## src/hdl/irq_vec_pkg.sv

```systemverilog
// Purpose: Constants and carrier types for the interrupt request and vectoring block.
// Assumes: One core clock; machine cycle of twelve phase slots (six states, two phases each).
// Notes: Enable byte layout follows the interrupt enable register.
// How it works
// Six vectors exist: two external pins, three timer overflows, one serial.
// Each source has its own enable bit; a cleared bit blocks that source.
// The global enable bit, when cleared, blocks every source at once.
// Software must not write one into enable bit six; it is reserved.
// Timer 2 request is overflow flag OR external flag.
// Timer 2 flags are not cleared on vectoring; software clears them.
// Serial request is receive-done OR transmit-done OR SPI-done when SPI enable set.
// UART and SPI flags stay set on vectoring; software finds the cause.
// Timer 0 and 1 flags set at state5 phase2, polled next machine cycle.
// Timer 2 flag set at state2 phase2, polled in that same cycle.
// Any reset source starts execution at vector address zero.
// External 0 vectors to 0003H, external 1 to 0013H.
// Timer 0 vectors to 000BH, timer 1 to 001BH.
// Combined serial request vectors to 0023H.
// SPI-done interrupts only when both SPI and serial enables are one.
// Timer 2 vectors to the next eight-byte slot after serial.
package irq_vec_pkg;
    localparam int NUM_SRC = 6;
    localparam int PHASE_W = 4;
    localparam logic [PHASE_W-1:0] PHASES_PER_CYCLE = 4'hC;
    // Phase slot index: state n phase 2 is slot 2*n-1
    localparam logic [PHASE_W-1:0] SLOT_STATE2_PHASE2 = 4'h3;
    localparam logic [PHASE_W-1:0] SLOT_STATE5_PHASE2 = 4'h9;
    localparam logic [PHASE_W-1:0] SLOT_POLL = 4'hB;
    // Enable register bit positions
    localparam int EN_EXT0 = 0;
    localparam int EN_TMR0 = 1;
    localparam int EN_EXT1 = 2;
    localparam int EN_TMR1 = 3;
    localparam int EN_SER = 4;
    localparam int EN_TMR2 = 5;
    localparam int EN_RSVD = 6;
    localparam int EN_GLOBAL = 7;
    localparam logic [7:0] IRQ_ENABLE_RESET = 8'h00;
    localparam logic [15:0] VEC_RESET = 16'h0000;
    localparam logic [15:0] VEC_EXT0 = 16'h0003;
    localparam logic [15:0] VEC_TMR0 = 16'h000B;
    localparam logic [15:0] VEC_EXT1 = 16'h0013;
    localparam logic [15:0] VEC_TMR1 = 16'h001B;
    localparam logic [15:0] VEC_SER = 16'h0023;
    localparam logic [15:0] VEC_SLOT = 16'h0008;
    localparam logic [15:0] VEC_TMR2 = VEC_SER + VEC_SLOT;

    typedef struct packed {
        logic uart_rx_done_flag;
        logic uart_tx_done_flag;
        logic spi_done_flag;
        logic spi_irq_enable;
    } serial_flags_t;

    typedef struct packed {
        logic valid;
        logic [2:0] source;
        logic [15:0] address;
    } vector_req_t;
endpackage : irq_vec_pkg

```

## src/hdl/irq_vectoring.sv

```systemverilog
// Purpose: Gathers six interrupt requests, applies enables, and supplies vector addresses to the core.
// Assumes: Flag sources and core share ref_clk; external request lines are already synchronous flags.
// Notes: Flags are owned by their sources; this block never clears timer 2 or serial flags.
`timescale 1ns/10ps
`default_nettype none
module irq_vectoring (
    input wire logic ref_clk,
    input wire logic rst_n,
    input wire logic clk_en,
    input wire logic [7:0] irq_enable_reg,
    input wire logic ext0_request_flag,
    input wire logic ext1_request_flag,
    input wire logic timer0_overflow,
    input wire logic timer1_overflow,
    input wire logic timer0_clear,
    input wire logic timer1_clear,
    input wire logic timer2_overflow_flag,
    input wire logic timer2_external_flag,
    input wire irq_vec_pkg::serial_flags_t serial_flags,
    input wire logic vector_ack,
    output irq_vec_pkg::vector_req_t vector_req,
    output logic [5:0] pending,
    output logic [15:0] reset_vector,
    output logic timer0_overflow_flag,
    output logic timer1_overflow_flag,
    output logic reserved_write_seen
);
    logic state5_phase2;
    logic poll_slot;
    logic t0_req;
    logic t1_req;
    logic t0_seen;
    logic t1_seen;

    irq_phase_timer u_phase (
        .ref_clk(ref_clk),
        .rst_n(rst_n),
        .clk_en(clk_en),
        .slot(),
        .state2_phase2(),
        .state5_phase2(state5_phase2),
        .poll_slot(poll_slot)
    );

    // Overflows seen since the last state 5 phase 2, consumed there
    always_ff @(posedge ref_clk) begin
        if (!rst_n) begin
            t0_req <= 1'b0;
            t1_req <= 1'b0;
        end else if (clk_en) begin
            t0_req <= state5_phase2 ? 1'b0 : (t0_req | timer0_overflow);
            t1_req <= state5_phase2 ? 1'b0 : (t1_req | timer1_overflow);
        end
    end

    // An overflow in the state 5 phase 2 slot itself still sets the flag in this cycle
    wire t0_set = state5_phase2 && (t0_req || timer0_overflow);
    wire t1_set = state5_phase2 && (t1_req || timer1_overflow);

    // Set wins over a clear in the same cycle
    always_ff @(posedge ref_clk) begin
        if (!rst_n) begin
            timer0_overflow_flag <= 1'b0;
            timer1_overflow_flag <= 1'b0;
        end else if (clk_en) begin
            timer0_overflow_flag <= t0_set || (timer0_overflow_flag && !timer0_clear);
            timer1_overflow_flag <= t1_set || (timer1_overflow_flag && !timer1_clear);
        end
    end

    // Timer 0/1 flags sampled into the poll view at the poll slot, two clocks after they are set
    always_ff @(posedge ref_clk) begin
        if (!rst_n) begin
            t0_seen <= 1'b0;
            t1_seen <= 1'b0;
        end else if (poll_slot) begin
            t0_seen <= timer0_overflow_flag;
            t1_seen <= timer1_overflow_flag;
        end
    end

    wire global_on = irq_enable_reg[irq_vec_pkg::EN_GLOBAL];
    wire timer2_req = timer2_overflow_flag | timer2_external_flag;
    wire spi_req = serial_flags.spi_done_flag & serial_flags.spi_irq_enable;
    wire serial_req = serial_flags.uart_rx_done_flag | serial_flags.uart_tx_done_flag | spi_req;

    // Raw requests in priority order: ext0, tmr0, ext1, tmr1, serial, tmr2
    wire [5:0] raw_req = {timer2_req, serial_req, t1_seen, ext1_request_flag, t0_seen, ext0_request_flag};
    wire [5:0] src_en = irq_enable_reg[5:0];
    // Serial enable also gates SPI completion through serial_req
    wire [5:0] gated = raw_req & src_en & {6{global_on}};

    logic [2:0] winner;
    always_comb begin
        winner = 3'h7;
        for (int i = 5; i >= 0; i--) begin
            if (gated[i]) begin
                winner = 3'(i);
            end
        end
    end

    wire [15:0] winner_addr =
        (winner == 3'h0) ? irq_vec_pkg::VEC_EXT0 :
        (winner == 3'h1) ? irq_vec_pkg::VEC_TMR0 :
        (winner == 3'h2) ? irq_vec_pkg::VEC_EXT1 :
        (winner == 3'h3) ? irq_vec_pkg::VEC_TMR1 :
        (winner == 3'h4) ? irq_vec_pkg::VEC_SER :
        irq_vec_pkg::VEC_TMR2;

    // Vector request is evaluated at each poll slot where none is held, and then held until acknowledged
    always_ff @(posedge ref_clk) begin
        if (!rst_n) begin
            vector_req <= '0;
            pending <= '0;
        end else if (clk_en) begin
            if (vector_req.valid && vector_ack) begin
                vector_req <= '0;
            end else if (poll_slot && !vector_req.valid && (gated != 6'h00)) begin
                vector_req.valid <= 1'b1;
                vector_req.source <= winner;
                vector_req.address <= winner_addr;
            end
            pending <= gated;
        end
    end

    assign reset_vector = irq_vec_pkg::VEC_RESET;

    // Flags software writing a one into the reserved enable position
    always_ff @(posedge ref_clk) begin
        if (!rst_n) begin
            reserved_write_seen <= 1'b0;
        end else if (clk_en) begin
            reserved_write_seen <= irq_enable_reg[irq_vec_pkg::EN_RSVD];
        end
    end
endmodule : irq_vectoring
`default_nettype wire

```

## src/hdl/irq_phase_timer.sv

```systemverilog
// Purpose: Machine-cycle phase counter giving state/phase strobes.
// Assumes: Twelve core clocks per machine cycle.
// Notes: Restarts at slot zero after reset.
`timescale 1ns/10ps
`default_nettype none
module irq_phase_timer #(
    parameter logic [irq_vec_pkg::PHASE_W-1:0] PERIOD = irq_vec_pkg::PHASES_PER_CYCLE
) (
    input wire logic ref_clk,
    input wire logic rst_n,
    input wire logic clk_en,
    output logic [irq_vec_pkg::PHASE_W-1:0] slot,
    output logic state2_phase2,
    output logic state5_phase2,
    output logic poll_slot
);
    wire last_slot = (slot == PERIOD - 4'h1);

    always_ff @(posedge ref_clk) begin
        if (!rst_n) begin
            slot <= '0;
        end else if (clk_en) begin
            slot <= last_slot ? '0 : slot + 4'h1;
        end
    end

    assign state2_phase2 = clk_en && (slot == irq_vec_pkg::SLOT_STATE2_PHASE2);
    assign state5_phase2 = clk_en && (slot == irq_vec_pkg::SLOT_STATE5_PHASE2);
    assign poll_slot = clk_en && (slot == irq_vec_pkg::SLOT_POLL);
endmodule : irq_phase_timer
`default_nettype wire

```

## config.mk

```make
export PLATFORM = sky130hd
export DESIGN_NAME = irq_vectoring
export DESIGN_NICKNAME = d
export VERILOG_FILES = /design/src/hdl/irq_vec_pkg.sv /design/src/hdl/irq_vectoring.sv /design/src/hdl/irq_phase_timer.sv
export SDC_FILE = /design/constraint.sdc
export NUM_CORES = 1
export LEC_CHECK = 0
export BUFFER_PORTS_ARGS = -buffer_cell sky130_fd_sc_hd__buf_2
export CELL_PAD_IN_SITES_DETAIL_PLACEMENT = 0
export CELL_PAD_IN_SITES_GLOBAL_PLACEMENT = 1
export CORE_ASPECT_RATIO = 0.75
export CORE_MARGIN = 2
export CORE_UTILIZATION = 30
export DETAILED_ROUTE_END_ITERATION = 10
export PLACE_DENSITY_LB_ADDON = 0.08
export SKIP_CTS_REPAIR_TIMING = 1
export SLEW_MARGIN = 15
export SYNTH_ARGS = -nofsm -noshare
export SYNTH_HDL_FRONTEND = slang
export SYNTH_SLANG_ARGS = --single-unit
```

## constraint.sdc

```tcl
create_clock -name ref_clk -period 3.9 [get_ports ref_clk]
set_input_delay 0.585 -clock ref_clk [delete_from_list [all_inputs] [get_ports ref_clk]]
set_output_delay 0.585 -clock ref_clk [all_outputs]
set_load 0.005 [all_outputs]
```

==> results.toml, run 1 <==
[outcome]
run_status = "finished clean"

[floorplan]
io_pins = 69
rows = 20
start_util_pct = 31.5
core_area_um2 = 4100
die_y_um = 60.9
fp.dieW_um = 79.8
fp.dieArea_um2 = 4860

[cells_and_area]
fillerInstances = 458
layout.cells.most_common = "buf_2"
final_design_area_no_fill_um2 = 1470
layout.core_utilization_pct = 35.9
layout_common_cells = "buf_2, conb_1, dfxtp_1, nand2_1, nor2_1"
antennaDiodeCount = 0
final_layout_size_suffix_gt1_share_pct = 26.7
design.final.nets = 219
synthToLayoutAreaGrowth_pct = 13.7

[worst_setup_path]
crit_type = "in -> reg"
timing.critical_path.required_ps = 4100
critical_path.slowest_cell = "or4b_1"
crit_arrival_ps = 1810
slowest_delay_ps = 570
endpoint_kind = "flop"
critPathMaxFanout = 18
startpoint_type = "primary input"
critical_path.cell_chain = "buf_2, nand4b_4, or4b_1, o21ai_1"

[synth]
syn_avg_cell_area_um2 = 8.40
postSynthCellCount = 154
ys_seq_elements = 24
post_synth_num_cell_types = 34
synthFlopType = "dfxtp_1"
syn-cell-area_um2 = 1290
async_flop_share_pct = 0
yosysSeqAreaShare_pct = 37.1
number_of_enable_flip_flop_cells_after_synthesis = 0
ys_warn_count = 0

[timing]
final_setup_tns_ps = 0
final.min_clock_period_ps = 1610
postLayoutSetupSlackWorst_ps = 2290
timing.final.max_slew_violations = 0
timing.clock.skew_ps = 2.54
count_of_final_setup_violators = 0
unrepaired_setup_endpoints_after_global_routing = "no"
fin_crit_sh_pct = 41.2
report.final.hold_viol_count = 0
achievable_frequency_ghz = 0.622

[routing]
remaining_drc_errors = 0
routed_wirelength_mm = 2.84
detail_route.vias_per_cell = 4.34
routedWlPerCell_um = 11.5
number_of_nets_with_antenna_violations_after_routing = 0
drt_iter0_markers = 38
route.vias.total = 1067
first_pass_iters = 4

[clock_tree]
cts.sinks = 24
cts_tree = "done"
worst_setup_hold_path_clk_slew_ps = 80
h-tree-depth = 1
worstSkewPairLatency_ps = 260
root_buffer = "clkbuf_8"
cts_max_path_buffers = 2
cts-buffers-inserted = 3

[placement]
globalplace.congestion = 0.737
place_area_um2 = 1430
port-buffer-count = 41
place_worst_setup_slack_ps = 2010
dpl.hpwl_mm = 2.21

[grt]
grt_antenna_before_repair = 0
grt.total_usage_pct = 11.8
first_global_vias = 934
wire_length_of_the_first_global_routing_pass_mm = 4.39
grt-ovfl-total = 0
grt_start_max_net_pins = 19

[power_and_ir_drop]
p_leak_nw = 0.711
ir_worst_vdd_mv = 0.169
powerDensity_nw_per_um2 = 306

[hold_path]
hold_path.class = "reg -> reg"

[job]
maxCapViolations = 0
kinds of logic after synthesis:
kind of cell | after synthesis | synth area share (%)
fa+ha+maj | 2 | 1.93
xor+xnor | 1 | 0.677
mux | 6 | 4.64
simple gates | 47 | 19.9
compound gates | 30 | 14.3
buf+inv | 43 | 21.1
flops | 24 | 37.1
other cells | 1 | 0.290
through the flow:
step | hold WS [ps] | power [W] | std cells
floorplan | 434 | 0.000311 | 180
global placement | 444 | 0.000312 | 243
detailed placement | 447 | 0.000313 | 243
CTS | 460 | 0.000458 | 246
global route | 479 | 0.000480 | 246
finish | 457 | 0.000451 | 246
synth_stat cells (2+ instances only):
cell type	number	share of area, %
a211oi_1	2	1.2
a21oi_1	11	4.3
a22oi_1	3	1.7
and3_1	2	0.97
buf_2	2	0.77
buf_4	29	17
dfxtp_1	24	37
ha_1	2	1.9
inv_1	9	2.6
mux2i_1	6	4.6
nand2_1	17	4.9
nand4_1	4	1.9
nand4b_1	2	1.4
nor2_1	13	3.8
o21ai_1	7	2.7
or2_2	3	1.5
registers in the layout, summed over array words and instances (netlist names):
register,count
u_phase.slot,4
t0_seen,1
t1_req,1
vector_req,7
timer0_overflow_flag,1
timer1_overflow_flag,1
pending,6
reserved_write_seen,1
t1_seen,1
t0_req,1
critical path, delay by kind of cell:
family	cells	cell delay [ps]
compound gates	1	90
simple gates	2	780
buf+inv	1	350
metal layers:
layer	GRT usage (%)	routed length, um
met1	17.2	1390
met2	17.8	1180
met3	3.87	249
met4	1.45	14
met5	0	0
worst paths after layout:
| check | slack [ps] | startpoint | cells after the start | end |
|---|---|---|---|---|
| worst max register to register | 2300 | u_phase.slot[0] | 4 | vector_req[5] |
| worst min-delay path | 460 | vector_req[18] | 2 | vector_req[18] |
| worst max-delay path | 2290 | clk_en | 4 | vector_req[5] |
| worst min register to register | 460 | vector_req[18] | 2 | vector_req[18] |
power by group:
| part | switching, W | internal, W | leakage, nW | total [W] |
|---|---|---|---|---|
| clock | 0.0000736 | 0.0000689 | 0.0216 | 0.000142 |
| combinational | 0.0000337 | 0.0000206 | 0.494 | 0.0000543 |
| sequential | 0.00000363 | 0.000250 | 0.195 | 0.000254 |
layout make-up:
| type | count | area (um2) | area share [%] |
|---|---|---|---|
| repair buffers | 41 | 205 | 13.9 |
| well taps | 55 | 68.8 | 4.68 |
| clock buffers | 3 | 41.3 | 2.81 |
| inverters | 10 | 37.5 | 2.55 |
| multi-input cells | 113 | 638 | 43.4 |
| flip-flops and latches | 24 | 480 | 32.7 |
Note: power is estimated with default switching activity, not from simulation.
==> inputs of run 2 (changes only) <==
Clock period 3.9 ns to 1.5 ns, I/O delays scaled along.
==> results.toml, run 2 (synthesis results as in run 1) <==
[hold_path]
worst_hold_path.endpoint = "reserved_write_seen"
hold_path_startpoint = "irq_enable_reg[6]"
hold_depth = 3
hold_path.class = "in -> reg"

[floorplan]
io_pins = 69
core_area_um2 = 4100
fp.dieArea_um2 = 4860
die_y_um = 60.9
fp.dieW_um = 79.8
start_util_pct = 31.5
rows = 20

[cells_and_area]
seq_area_um2 = 480
final_layout_size_suffix_gt1_share_pct = 31.7
synthToLayoutAreaGrowth_pct = 23.1
layout_common_cells = "buf_2, conb_1, dfxtp_1, nand2_1, nor2_1"
fillerInstances = 444
biggestRegsByFlops = "vector_req: 7 flops, pending: 6 flops, u_phase.slot: 4 flops"
antennaDiodeCount = 0
design.final.nets = 229
layout.cells.most_common = "buf_2"
regMostFlops = "vector_req"
multi_input_area_um2 = 654
number_of_flip_flops_in_the_largest_register = 7
layout.core_utilization_pct = 38.8

[worst_setup_path]
worstRegToRegCells = 4
critical_path.reg2reg.endpoint = "vector_req[18]"
critPathMaxFanout = 4
startpoint_type = "flop"
ff2ff_setup_slack_ps = 70
timing.critical_path.required_ps = 1700
crit_type = "reg -> reg"
endpoint_kind = "flop"
worstReg2RegStart = "u_phase.slot[1]"
crit_arrival_ps = 1620

[grt]
grt_start_max_net_pins = 15
wire_length_of_the_first_global_routing_pass_mm = 4.77
grt-ovfl-total = 0
grt.total_usage_pct = 12.7
grt_antenna_before_repair = 0
first_global_vias = 1002

[outcome]
run_status = "finished clean"

[placement]
port-buffer-count = 41
globalplace.congestion = 0.791
dpl.hpwl_mm = 2.38

[power_and_ir_drop]
ir_worst_vdd_mv = 0.359
p_leak_nw = 0.773
powerDensity_nw_per_um2 = 874
power.total_w = 0.00139

[routing]
first_pass_iters = 4
route.vias.total = 1102
routed_wirelength_mm = 2.94
detail_route.vias_per_cell = 4.29
drt_iter0_markers = 34
number_of_nets_with_antenna_violations_after_routing = 0
remaining_drc_errors = 0
routedWlPerCell_um = 11.4

[clock_tree]
worst_setup_hold_path_clk_slew_ps = 90
cts_max_path_buffers = 2
cts_tree = "done"
worstSkewPairLatency_ps = 270
h-tree-depth = 1
cts-buffers-inserted = 3
root_buffer = "clkbuf_8"
cts.sinks = 24

[timing]
count_of_final_setup_violators = 0
hold_ws_ps = 195
fin_crit_sh_pct = 95.0
achievable_frequency_ghz = 0.702
timing.clock.skew_ps = 7.47
timing.final.max_slew_violations = 0
final.min_clock_period_ps = 1430
report.final.hold_viol_count = 0

[job]
maxCapViolations = 0
==> run 2: changes by cell type in the layout (fill, tap and decap cells not counted), sizes merged <==
cell	previous run	this run
buf	41	51
bufinv	0	1
==> run 2: final cells by class <==
type,instances,area share (%)
flip-flops and latches,24,30.2
repair buffers,51,17.6
clock buffers,3,2.59
clock inverters,1,1.89
multi-input cells,113,41.1
well taps,55,4.32
inverters,10,2.36
==> run 2: metrics by stage <==
step	cell area (um2)	worst slack, ps	setup TNS [ps]	cells
floorplan	1390	48.0	0	180
global placement	1510	79.2	0	253
detailed placement	1510	41.0	0	253
CTS	1580	14.7	0	257
global route	1590	-10.8	-12.3	257
finish	1590	74.9	0	257
==> run 2: worst max-delay path by stage <==
stage	from	to	slack (ps)	cells past startpoint
CTS	u_phase.slot[1]	vector_req[18]	10	4
detailed placement	serial_flags[1]	vector_req[4]	40	5
global route	u_phase.slot[1]	vector_req[4]	-10	5
floorplan	u_phase.slot[0]	vector_req[18]	50	4
finish	u_phase.slot[1]	vector_req[18]	70	4
global placement	u_phase.slot[1]	vector_req[5]	80	4
==> run 2: layer usage <==
| metal | vias up | GRT usage, % | routed length (um) |
|---|---|---|---|
| met5 | - | 0 | 0 |
| met3 | 2 | 4.61 | 224 |
| met4 | 0 | 1.45 | 13 |
| met1 | 486 | 18.5 | 1450 |
| met2 | 51 | 18.7 | 1250 |
| li1 | 563 | - | - |
==> run 2: worst max-delay path: stages (launching register included) <==
cell and delay, ps:
dfxtp_1 430, ha_4 200, nand4b_4 100, or4b_1 550, o21ai_1 90
==> run 2: where the power goes <==
part	total [W]	switching (W)	internal, W
Clock	0.000571	0.000214	0.000357
Combinational	0.000160	0.0000921	0.0000683
Sequential	0.000661	0.0000106	0.000650
Total	0.00139	0.000316	0.00108
